$ cat src/hdl/imss_pkg.sv
// Shared constants, register map and types of the two-wire sequencer.
package imss_pkg;
    // ------------------------------------------------------------
    // Timing
    // ------------------------------------------------------------
    localparam int CLK_NS  = 40;
    localparam int QTR_NS  = 2500;
    localparam int QTR_CYC = (QTR_NS + CLK_NS - 1) / CLK_NS;
    localparam int PH_END  = 4;
    localparam int RX_LAST = 7;
    localparam int MON_ACK = 8;
    // ------------------------------------------------------------
    // Register map (byte addresses)
    // ------------------------------------------------------------
    localparam logic [3:0] OFS_CTRL = 4'h0;
    localparam logic [3:0] OFS_STAT = 4'h4;
    localparam logic [3:0] OFS_RXD  = 4'h8;
    localparam logic [3:0] OFS_OWN  = 4'hC;
    // Control bits.
    localparam int CB_START = 0;
    localparam int CB_RST   = 1;
    localparam int CB_STOP  = 2;
    localparam int CB_RCV   = 3;
    localparam int CB_ACK   = 4;
    localparam int CB_ACKV  = 5;
    // Status bits.
    localparam int SB_FULL  = 1;
    localparam int SB_DA    = 5;
    localparam int SB_OV    = 6;
    localparam int SB_A10   = 8;
    localparam int SB_GC    = 9;
    localparam int SB_BCL   = 10;
    // Own-address register: ten-bit enable and address.
    localparam int OB_TEN   = 15;
    localparam logic [5:0]  CTRL_RST = 6'h00;
    localparam logic [15:0] OWN_RST  = 16'h0000;
    localparam logic [7:0]  GC_ADDR  = 8'h00;
    localparam logic [4:0]  TEN_PFX  = 5'h1E;
    // ------------------------------------------------------------
    // Types
    // ------------------------------------------------------------
    typedef struct packed {
        logic scl;
        logic sda;
    } imss_line_s;
    typedef enum logic [2:0] {S_IDLE, S_START, S_RST, S_STOP, S_RX, S_ACK} imss_state_e;
endpackage

$ cat src/hdl/imss_top.sv
// Two-wire bus master sequencer with slave address monitor and status flags.
//
// Behaviour
// - During acknowledge, data line carries ack value: 1 gives NACK, 0 gives ACK.
// - Acknowledge request runs an acknowledge sequence; hardware clears it when done.
// - Receive request clocks in one byte; cleared after the eighth data bit.
// - Stop request makes a stop condition; cleared when the stop finishes.
// - Restart request makes a repeated start; cleared when it completes.
// - Start request makes a start condition; cleared at the end of start.
// - Bus collision during start, restart or stop sequences sets a sticky flag software clears.
// - General call address received sets a flag; stop condition clears it.
// - Matching second byte of ten-bit address sets a flag; stop clears it.
// - A byte arriving while holding register is full sets overflow; software clears.
// - Slave data byte sets data flag; own address match clears it.
//
// Chosen here: the Wishbone slave port and the register offsets.
`timescale 1ns/10ps
module imss_top #(
    parameter int QTR = imss_pkg::QTR_CYC
) (
    // Clock, reset, enable
    input  wire logic        i_clk,
    input  wire logic        i_reset,
    input  wire logic        i_ce,
    // Wishbone slave
    input  wire logic        i_wb_cyc,
    input  wire logic        i_wb_stb,
    input  wire logic        i_wb_we,
    input  wire logic [3:0]  i_wb_adr,
    input  wire logic [3:0]  i_wb_sel,
    input  wire logic [31:0] i_wb_dat,
    output logic             o_wb_ack,
    output logic [31:0]      o_wb_dat,
    // Bus lines, open drain
    input  wire logic        i_scl,
    input  wire logic        i_sda,
    output logic             o_scl,
    output logic             o_scl_oe,
    output logic             o_sda,
    output logic             o_sda_oe
);
    // ------------------------------------------------------------
    // Line sampling
    // ------------------------------------------------------------
    imss_pkg::imss_line_s sync1_q, sync2_q, prev_q, oe_q;
    imss_pkg::imss_state_e st_q;
    logic [7:0]  qcnt_q;
    logic [2:0]  ph_q;
    logic [2:0]  bitn_q;
    logic [7:0]  rsh_q, msh_q, rxd_q;
    logic [5:0]  ctrl_q;
    logic [15:0] own_q;
    logic [3:0]  mcnt_q;
    logic [1:0]  idx_q;
    logic        mast_q, ten_hi_q, matched_q;
    logic        bcl_q, gc_q, a10_q, ov_q, da_q, full_q;
    logic        tick, done, col, wr, rd;
    logic        start_det, stop_det, rise, byte_ev, addr_hit, a10_hit, data_ev, ld;
    logic [7:0]  mbyte, ld_byte;
    logic [15:0] rdv;

    always_ff @(posedge i_clk) begin
        if (i_reset) begin
            sync1_q <= '1;
            sync2_q <= '1;
            prev_q  <= '1;
        end else if (i_ce) begin
            sync1_q <= '{scl: i_scl, sda: i_sda};
            sync2_q <= sync1_q;
            prev_q  <= sync2_q;
        end
    end

    assign start_det = sync2_q.scl & prev_q.scl & prev_q.sda & ~sync2_q.sda;
    assign stop_det  = sync2_q.scl & prev_q.scl & ~prev_q.sda & sync2_q.sda;
    assign rise      = sync2_q.scl & ~prev_q.scl;

    // ------------------------------------------------------------
    // Master sequencer
    // ------------------------------------------------------------
    // Pull-low enables for each quarter of a sequence; 1 drives the line low.
    function automatic imss_pkg::imss_line_s drv(imss_pkg::imss_state_e s, logic [2:0] p,
                                                 logic ackv);
        logic [1:0] r;
        r = 2'b00;
        unique case (s)
            imss_pkg::S_START: r = (p == 3'h0) ? 2'b00 : (p == 3'h1) ? 2'b01 : 2'b11;
            imss_pkg::S_RST:   r = (p == 3'h0) ? 2'b10 : (p == 3'h1) ? 2'b00 :
                                   (p == 3'h2) ? 2'b01 : 2'b11;
            imss_pkg::S_STOP:  r = (p == 3'h0) ? 2'b11 : (p == 3'h1) ? 2'b01 : 2'b00;
            imss_pkg::S_RX:    r = (p == 3'h1 || p == 3'h2) ? 2'b00 : 2'b10;
            imss_pkg::S_ACK:   r = {(p == 3'h0 || p == 3'h3), ~ackv};
            imss_pkg::S_IDLE:  r = 2'b00;
        endcase
        return '{scl: r[1], sda: r[0]};
    endfunction

    assign tick = i_ce & (qcnt_q == 8'(QTR - 1));
    assign done = tick & (st_q != imss_pkg::S_IDLE) & (ph_q == 3'(imss_pkg::PH_END))
                & ((st_q != imss_pkg::S_RX) | (bitn_q == 3'(imss_pkg::RX_LAST)));
    // Only conditions have a defined released-high data line while clock is released.
    assign col  = tick & (st_q == imss_pkg::S_START || st_q == imss_pkg::S_RST
                || st_q == imss_pkg::S_STOP) & ~oe_q.scl & ~oe_q.sda & ~sync2_q.sda;

    always_ff @(posedge i_clk) begin
        if (i_reset || tick) begin
            qcnt_q <= 8'h00;
        end else if (i_ce) begin
            qcnt_q <= qcnt_q + 8'h01;
        end
    end

    always_ff @(posedge i_clk) begin
        if (i_reset) begin
            st_q   <= imss_pkg::S_IDLE;
            ph_q   <= 3'h0;
            bitn_q <= 3'h0;
            oe_q   <= '0;
            rsh_q  <= 8'h00;
            o_scl  <= 1'b0;
            o_sda  <= 1'b0;
        end else if (col) begin
            st_q <= imss_pkg::S_IDLE;
            oe_q <= '0;
        end else if (tick) begin
            if (st_q == imss_pkg::S_IDLE) begin
                ph_q   <= 3'h0;
                bitn_q <= 3'h0;
                if (ctrl_q[imss_pkg::CB_START]) st_q <= imss_pkg::S_START;
                else if (ctrl_q[imss_pkg::CB_RST]) st_q <= imss_pkg::S_RST;
                else if (ctrl_q[imss_pkg::CB_STOP]) st_q <= imss_pkg::S_STOP;
                else if (ctrl_q[imss_pkg::CB_RCV]) st_q <= imss_pkg::S_RX;
                else if (ctrl_q[imss_pkg::CB_ACK]) st_q <= imss_pkg::S_ACK;
            end else if (ph_q == 3'(imss_pkg::PH_END)) begin
                ph_q <= 3'h0;
                if (done) begin
                    st_q <= imss_pkg::S_IDLE;
                end else begin
                    bitn_q <= bitn_q + 3'h1;
                end
            end else begin
                oe_q <= drv(st_q, ph_q, ctrl_q[imss_pkg::CB_ACKV]);
                ph_q <= ph_q + 3'h1;
                if (st_q == imss_pkg::S_RX && ph_q == 3'h2) begin
                    rsh_q <= {rsh_q[6:0], sync2_q.sda};
                end
            end
        end
    end

    // Bus ownership, so the monitor ignores traffic this block makes.
    always_ff @(posedge i_clk) begin
        if (i_reset || col) begin
            mast_q <= 1'b0;
        end else if (done) begin
            if (st_q == imss_pkg::S_START || st_q == imss_pkg::S_RST) mast_q <= 1'b1;
            else if (st_q == imss_pkg::S_STOP) mast_q <= 1'b0;
        end
    end

    assign o_scl_oe = oe_q.scl;
    assign o_sda_oe = oe_q.sda;

    // ------------------------------------------------------------
    // Slave address monitor
    // ------------------------------------------------------------
    assign mbyte    = {msh_q[6:0], sync2_q.sda};
    assign byte_ev  = i_ce & rise & ~mast_q & (mcnt_q == 4'(imss_pkg::RX_LAST));
    assign addr_hit = byte_ev & (idx_q == 2'h0) & ((mbyte == imss_pkg::GC_ADDR)
                    | (~own_q[imss_pkg::OB_TEN] & (mbyte[7:1] == own_q[6:0])));
    assign a10_hit  = byte_ev & (idx_q == 2'h1) & ten_hi_q & (mbyte == own_q[7:0]);
    assign data_ev  = byte_ev & matched_q & (idx_q != 2'h0) & ~(idx_q == 2'h1 & ten_hi_q);

    always_ff @(posedge i_clk) begin
        if (i_reset) begin
            msh_q     <= 8'h00;
            mcnt_q    <= 4'h0;
            idx_q     <= 2'h0;
            ten_hi_q  <= 1'b0;
            matched_q <= 1'b0;
        end else if (i_ce) begin
            if (start_det || stop_det) begin
                mcnt_q <= 4'h0;
                idx_q  <= 2'h0;
                if (stop_det) begin
                    ten_hi_q  <= 1'b0;
                    matched_q <= 1'b0;
                end
            end else if (rise) begin
                msh_q  <= mbyte;
                mcnt_q <= (mcnt_q == 4'(imss_pkg::MON_ACK)) ? 4'h0 : mcnt_q + 4'h1;
                if (mcnt_q == 4'(imss_pkg::MON_ACK) && idx_q != 2'h2) idx_q <= idx_q + 2'h1;
            end
            if (byte_ev && idx_q == 2'h0) begin
                ten_hi_q <= own_q[imss_pkg::OB_TEN] & (mbyte[7:3] == imss_pkg::TEN_PFX)
                          & (mbyte[2:1] == own_q[9:8]);
            end
            if (addr_hit || a10_hit) matched_q <= 1'b1;
        end
    end

    // ------------------------------------------------------------
    // Status flags and holding register
    // ------------------------------------------------------------
    assign wr = i_wb_cyc & i_wb_stb & i_wb_we & ~o_wb_ack;
    assign rd = i_wb_cyc & i_wb_stb & ~i_wb_we & ~o_wb_ack;
    assign ld = (done & (st_q == imss_pkg::S_RX)) | data_ev;
    assign ld_byte = data_ev ? mbyte : rsh_q;

    always_ff @(posedge i_clk) begin
        if (i_reset) begin
            ctrl_q <= imss_pkg::CTRL_RST;
            own_q  <= imss_pkg::OWN_RST;
        end else if (i_ce) begin
            if (wr && i_wb_adr == imss_pkg::OFS_CTRL && i_wb_sel[0]) begin
                ctrl_q <= i_wb_dat[5:0];
            end else if (col) begin
                ctrl_q[4:0] <= 5'h00;
            end else if (done) begin
                unique case (st_q)
                    imss_pkg::S_START: ctrl_q[imss_pkg::CB_START] <= 1'b0;
                    imss_pkg::S_RST:   ctrl_q[imss_pkg::CB_RST]   <= 1'b0;
                    imss_pkg::S_STOP:  ctrl_q[imss_pkg::CB_STOP]  <= 1'b0;
                    imss_pkg::S_RX:    ctrl_q[imss_pkg::CB_RCV]   <= 1'b0;
                    imss_pkg::S_ACK:   ctrl_q[imss_pkg::CB_ACK]   <= 1'b0;
                    imss_pkg::S_IDLE:  ctrl_q <= ctrl_q;
                endcase
            end
            if (wr && i_wb_adr == imss_pkg::OFS_OWN) begin
                if (i_wb_sel[0]) own_q[7:0]  <= i_wb_dat[7:0];
                if (i_wb_sel[1]) own_q[15:8] <= i_wb_dat[15:8];
            end
        end
    end

    // Software clears a sticky flag by writing 0; a same-cycle hardware set wins.
    always_ff @(posedge i_clk) begin
        if (i_reset) begin
            bcl_q <= 1'b0;
            ov_q  <= 1'b0;
        end else if (i_ce) begin
            if (col) bcl_q <= 1'b1;
            else if (wr && i_wb_adr == imss_pkg::OFS_STAT && i_wb_sel[1]
                     && !i_wb_dat[imss_pkg::SB_BCL]) bcl_q <= 1'b0;
            if (ld && full_q) ov_q <= 1'b1;
            else if (wr && i_wb_adr == imss_pkg::OFS_STAT && i_wb_sel[0]
                     && !i_wb_dat[imss_pkg::SB_OV]) ov_q <= 1'b0;
        end
    end

    always_ff @(posedge i_clk) begin
        if (i_reset) begin
            gc_q  <= 1'b0;
            a10_q <= 1'b0;
            da_q  <= 1'b0;
        end else if (i_ce) begin
            if (byte_ev && idx_q == 2'h0 && mbyte == imss_pkg::GC_ADDR) gc_q <= 1'b1;
            else if (stop_det) gc_q <= 1'b0;
            if (a10_hit) a10_q <= 1'b1;
            else if (stop_det) a10_q <= 1'b0;
            if (data_ev) da_q <= 1'b1;
            else if (addr_hit || a10_hit) da_q <= 1'b0;
        end
    end

    // An overflowing byte is dropped; the unread byte is kept.
    always_ff @(posedge i_clk) begin
        if (i_reset) begin
            rxd_q  <= 8'h00;
            full_q <= 1'b0;
        end else if (i_ce) begin
            if (ld && !full_q) begin
                rxd_q  <= ld_byte;
                full_q <= 1'b1;
            end else if (rd && i_wb_adr == imss_pkg::OFS_RXD && !ld) begin
                full_q <= 1'b0;
            end
        end
    end

    // ------------------------------------------------------------
    // Wishbone answer
    // ------------------------------------------------------------
    always_comb begin
        rdv = 16'h0000;
        unique case (i_wb_adr)
            imss_pkg::OFS_CTRL: rdv = {10'h000, ctrl_q};
            imss_pkg::OFS_STAT: rdv = {5'h00, bcl_q, gc_q, a10_q, 1'b0, ov_q, da_q,
                                       3'h0, full_q, 1'b0};
            imss_pkg::OFS_RXD:  rdv = {8'h00, rxd_q};
            imss_pkg::OFS_OWN:  rdv = own_q;
            default:            rdv = 16'h0000;
        endcase
    end

    always_ff @(posedge i_clk) begin
        if (i_reset) begin
            o_wb_ack <= 1'b0;
            o_wb_dat <= 32'h0000_0000;
        end else if (i_ce) begin
            o_wb_ack <= i_wb_cyc & i_wb_stb & ~o_wb_ack;
            if (rd) o_wb_dat <= {16'h0000, rdv};
        end
    end
endmodule
$ cat config.mk
export PLATFORM = sky130hd
export DESIGN_NAME = imss_top
export DESIGN_NICKNAME = d
export VERILOG_FILES = /design/src/hdl/imss_pkg.sv /design/src/hdl/imss_top.sv
export SDC_FILE = /design/constraint.sdc
export NUM_CORES = 1
export LEC_CHECK = 0
export BUFFER_PORTS_ARGS = -buffer_cell sky130_fd_sc_hd__buf_2
export CORE_MARGIN = 5
export CORE_UTILIZATION = 45
export DETAILED_ROUTE_END_ITERATION = 7
export PLACE_DENSITY = 0.66
export SYNTH_ARGS = -nofsm -noshare
export SYNTH_HDL_FRONTEND = slang
export SYNTH_SLANG_ARGS = --single-unit
$ cat constraint.sdc
create_clock -name i_clk -period 4.85 [get_ports i_clk]
set_input_delay 0.485 -clock i_clk [delete_from_list [all_inputs] [get_ports i_clk]]
set_output_delay 0.485 -clock i_clk [all_outputs]
set_load 0.01 [all_outputs]
Word level (Yosys, flattened, before mapping)
Cells that the tools add are included.

storage, ports and cells
  register bits after elaboration = 102
  logic and storage cells = 258
  input bits = 48
  output and inout port bits = 37

cells by class
  multiplexer cells = 54
  equality and inequality tests = 25
  reductions and logical operators = 84
  add/sub/neg operators = 5
  bitwise operators = 54

operators by type and width
  cell                                                                    number
  16-bit one-hot mux with 4 select lines                                  1
  3-bit 2-to-1 mux                                                        13
  1-bit bitwise AND                                                       36
  3-bit AND reduction                                                     12
  2-bit nonzero test                                                      16
  2-bit AND reduction                                                     12
  1-bit 2-to-1 mux                                                        22
  3-bit nonzero test                                                      7
  2-bit 2-to-1 mux                                                        10
  1-bit logical AND                                                       16
  1-bit NOT                                                               15
  3-bit by 2-bit equality test with 1-bit output (second input constant)  4
  3-bit equality test (second input constant)                             4
  4-bit equality test (second input constant)                             3
  4-bit 2-to-1 mux                                                        3
  5-bit 2-to-1 mux                                                        2
  2-bit one-hot mux with 5 select lines                                   1
  8-bit by 1-bit adder with 8-bit output (second input constant)          1
  4-bit by 3-bit equality test with 1-bit output (second input constant)  2
  8-bit by 6-bit equality test with 1-bit output (second input constant)  1
  8-bit equality test                                                     1
  8-bit logical NOT                                                       1
  1-bit logical OR                                                        8
  8-bit 2-to-1 mux                                                        1
  other kinds (21)                                                        30

Depth between registers and ports, before layout
  word-level depth = 13
  mapped depth = 8
  mapped depth without buffers = 7

Least setup slack after synthesis
No wires, ideal clock.

  kind = input to register
  from = input port i_ce
  to = register ctrl_q[3]
  data required time = 4.733 ns
  stages on the path = 7
  arrival time = 2.000 ns
  setup time = 0.117 ns
  slack = 2.732 ns
  path buffers = 2
  cells stage by stage = clkbuf_1 -> nor4bb_1 -> nand2_1 -> clkbuf_1 -> or3_1 -> a31o_2 -> a32o_1

on the way
  word-level cells in the longest chain between the ends = 7
  elaborated cells on any way between the ends = 13
  those cells by class = mux (2); bitwise (8); reduce/logical (3)

ends and longest elaborated chain
  element                                                            line             text
  start, declared                                                    imss_top.sv:24   input wire logic i_ce,
  1-bit bitwise AND                                                  imss_top.sv:98   assign tick = i_ce & (qcnt_q == 8'(QTR - 1));
  1-bit bitwise AND                                                  imss_top.sv:102  assign col = tick & (st_q == imss_pkg::S_START || st_q == imss_pkg::S_RST
  1-bit bitwise AND (3 in a row)                                     imss_top.sv:103  || st_q == imss_pkg::S_STOP) & ~oe_q.scl & ~oe_q.sda & ~sync2_q.sda;
  3-bit nonzero test (no line) or 5-bit 2-to-1 mux (tied branches)   n/a
  3-bit AND reduction (no line) or 6-bit 2-to-1 mux (tied branches)  n/a
  end signal, assigned                                               imss_top.sv:212  ctrl_q <= imss_pkg::CTRL_RST;
  end signal, assigned                                               imss_top.sv:216  ctrl_q <= i_wb_dat[5:0];
  end signal, assigned                                               imss_top.sv:226  imss_pkg::S_IDLE: ctrl_q <= ctrl_q;
  end, declared                                                      imss_top.sv:51   logic [5:0] ctrl_q;

Parallel ways exist; a longest one is shown, timed or not.
A chain may end at the register's enable or synchronous reset.

Worst setup path in the final report
  from = input port i_ce
  to = register o_wb_dat[0]

on the way
  word-level cells in the longest chain between the ends = 1

ends and longest elaborated chain
  element                        line             text
  2-bit AND reduction (no line)  n/a
  end signal, assigned           imss_top.sv:302  if (rd) o_wb_dat <= {16'h0000, rdv};
  end, declared                  imss_top.sv:33   output logic [31:0] o_wb_dat,

Every way passes these cells.

==> impl_metrics.tcl <==
set metrics [dict create \
    vias 4200 \
    antenna_found_initial 0 \
    clock-root-buffer "clkbuf_16" \
    rows 39 \
    wl_met3_um 706 \
    synth_seq_area_share_pct 40.0 \
    tns_ns 0 \
    cts_tree "built" \
    yosysTopAreaCell "dfxtp_1" \
    cts_htree_levels 3 \
    syn_avg_cell_area_um2 8.72 \
    met1_length_mm 5.27 \
    clock_path_buffers 2 \
    hold_slack_ns 0.344 \
    startpoint "i_ce" \
    regArea_um2 2040 \
    core_area_um2 11300 \
    post_dp_cell_area_um2 5330 \
    ir_drop_mv 0.144 \
    layout_min_cycle_time_ns 2.55 \
    dp_hpwl_mm 8.35 \
    firstDrtPassIters 5 \
    met2WireLength_mm 5.39 \
    design_area_um2 5650 \
    grt_util_all_layers_pct 17.5 \
    grt_pass1_vias 3918 \
    yosys-top-cells-count "102 x dfxtp_1, 87 x nor2_1, 39 x mux2i_1, 36 x nand2_1, 30 x clkbuf_1" \
    power.internal_mw 1.30 \
    setup_ws_ns 2.30 \
    crit_end "o_wb_dat[0]" \
    cts_buffers 9 \
    worstMarginPinSlew_ns 0.791 \
    p_sw_share_pct 23.2 \
    die_h_um 117 \
    required_ns 5.14 \
    rrSetupSlack_ns 2.44 \
    fin_total_pwr_mw 1.69 \
    switching_power_mw 0.391 \
    grt_max_degree 58 \
    pin_count 85 \
    crit_type "input port to flip-flop" \
    endpoint_kind "flip-flop" \
    via_per_inst 5.54 \
    r2r_cells 5 \
    synth_top_area_share_pct 40.0 \
    synth-main-ff-cell "dfxtp_1" \
    post_synth_num_cell_types 61 \
    power-per-cell-area_nw_per_um2 299 \
    fill_cells 1053 \
    leakage_nw 2.32 \
    ys_warn_count 0 \
    ant_nets 0 \
    portBuffers 48 \
    finClkSkew_ns 0.0112 \
    clock_latency_ns 0.35 \
    rsz0062_at_grt "no" \
    drive_gt1_share_pct 13.3 \
    die-area_um2 13600 \
    drc 0 \
    start_util_pct 45.3 \
    timing.rr.end "rxd_q[4]" \
    status "finished, final reports clean" \
    ys_top_cells_by_area "dfxtp_1 40%, mux2i_1 7.6%, nor2_1 6.4%, ha_1 3.4%, a21oi_1 2.8%" \
    die_x_um 117 \
    nets 672 \
    synthToLayoutAreaGrowth_pct 10.5 \
    finalSetupViolations 0 \
    wl_mm 11.6 \
    wl_per_cell_um 15.2 \
    start_kind "input port" \
    grt_pass1_wl_mm 19.1 \
    diodes 0 \
    finalWeightedCongestion 0.891 \
    cts.sinks 102 \
    slew_headroom_pct 46.9 \
    comb_power_share_pct 4.8 \
    hold_buffers 0 \
    stdcell_count 758 \
    dr.first_iter.drc_count 287 \
    finalCritPeriodShare_pct 52.7 \
    drv_slew 0 \
    multiInputGateArea_um2 2800 \
    synth_edf_count 0 \
    yosysMostFrequentCell "dfxtp_1" \
    maxCapViolCount 0 \
    cts_resized 0 \
    clockPowerShare_pct 44.6 \
    hold_violations 0 \
    clock.fmax_mhz 391 \
    crit_fanout 27 \
    p_seq_share_pct 50.6 \
    syn-instance-count 586 \
    grt_remaining_overflow 0 \
    highest_layer "met4" \
    utilization_pct 50.1 \
    cp_data_arrival_time_ns 2.84 \
    synth-seq-cells 102 \
    rr_startpoint "st_q[2]" \
    dp_cells 742 \
    syn_area_um2 5110 \
    cts_setup_buffers 0 \
    min_path_type "input port to flip-flop" \
    clk_pin_slew_worst_paths_ns 0.08 \
    async_flop_share_pct 0 \
    dpl_worst_slack_ns 1.97 \
]
[per-layer routing]
layer / track usage (%) / up-vias
met2: 27.8 / 117
met3: 3.52 / 15
li1: - / 2081
met4: 5.43 / 0
met5: 0 / -
met1: 23.9 / 1987
[power groups by stage]
stage	clock network (mW)	registers, mW	logic [mW]
2_1_floorplan	0	0.869	0.0680
3_3_place_gp	0	0.872	0.0801
3_5_place_dp	0	0.873	0.0814
4_1_cts	0.771	0.853	0.0820
5_1_grt	0.811	0.854	0.0921
6_report	0.752	0.853	0.0818
[flip-flops by register name, indices dropped and copies added (netlist names), 2 cells and up]
name / count
o_wb_dat: 16
own_q: 16
qcnt_q: 8
rsh_q: 8
rxd_q: 8
msh_q: 7
ctrl_q: 6
mcnt_q: 4
bitn_q: 3
ph_q: 3
st_q: 3
idx_q: 2
prev_q: 2
sync1_q: 2
[cell type report]
| class | instances | share of cell area, % |
|---|---|---|
| Clock buffer | 10 | 4.23 |
| Clock inverter | 6 | 1.33 |
| Inverter | 15 | 0.997 |
| Multi-Input combinational cell | 432 | 49.6 |
| Sequential cell | 102 | 36.2 |
| Tap cell | 143 | 3.17 |
| Timing Repair Buffer | 50 | 4.52 |
[layout by cell type (no fill, tap or decap), types with 14 or more instances in the layout]
master	netlist	layout
a21oi_1	29	29
nand2b_1	14	14
nor2_1	87	87
mux2i_1	39	39
dfxtp_1	102	102
ha_1	14	14
conb_1	1	18
buf_2	0	48
inv_1	15	15
a22oi_1	14	14
nand2_1	36	36
[critical path, cell delays in order]
cell and delay [ns]:
buf_2 0.42, nand3_1 0.22, or3_1 0.69, nor3_1 0.73, a22oi_1 0.15, nor2_1 0.13
[logic make-up (layout without fill, tap and decap cells)]
group | Yosys count | count (layout) | share of synthesized area, %
AND/OR/NAND/NOR | 224 | 224 | 21.7
AO/OA/AOI/OAI | 105 | 105 | 14.4
flip-flops | 102 | 102 | 40.0
buffers and inverters | 69 | 81 | 6.54
multiplexers | 46 | 46 | 9.62
XOR/XNOR | 25 | 25 | 4.28
adder cells (fa/ha/maj) | 14 | 14 | 3.43
other | 1 | 18 | 0.0734
[worst min-delay path by stage]
stage          slack, ns    endpoint       start  cells past startpoint
3_5_place_dp        0.44  sync2_q[1]  sync1_q[1]                      1
2_1_floorplan       0.43  sync2_q[1]  sync1_q[1]                      1
4_1_cts             0.33  sync1_q[0]       i_sda                      2
3_3_place_gp        0.43  sync2_q[1]  sync1_q[1]                      1
6_report            0.34  sync1_q[0]       i_sda                      2
5_1_grt             0.34  sync1_q[0]       i_sda                      2
Power figures use the tool's default switching activity.
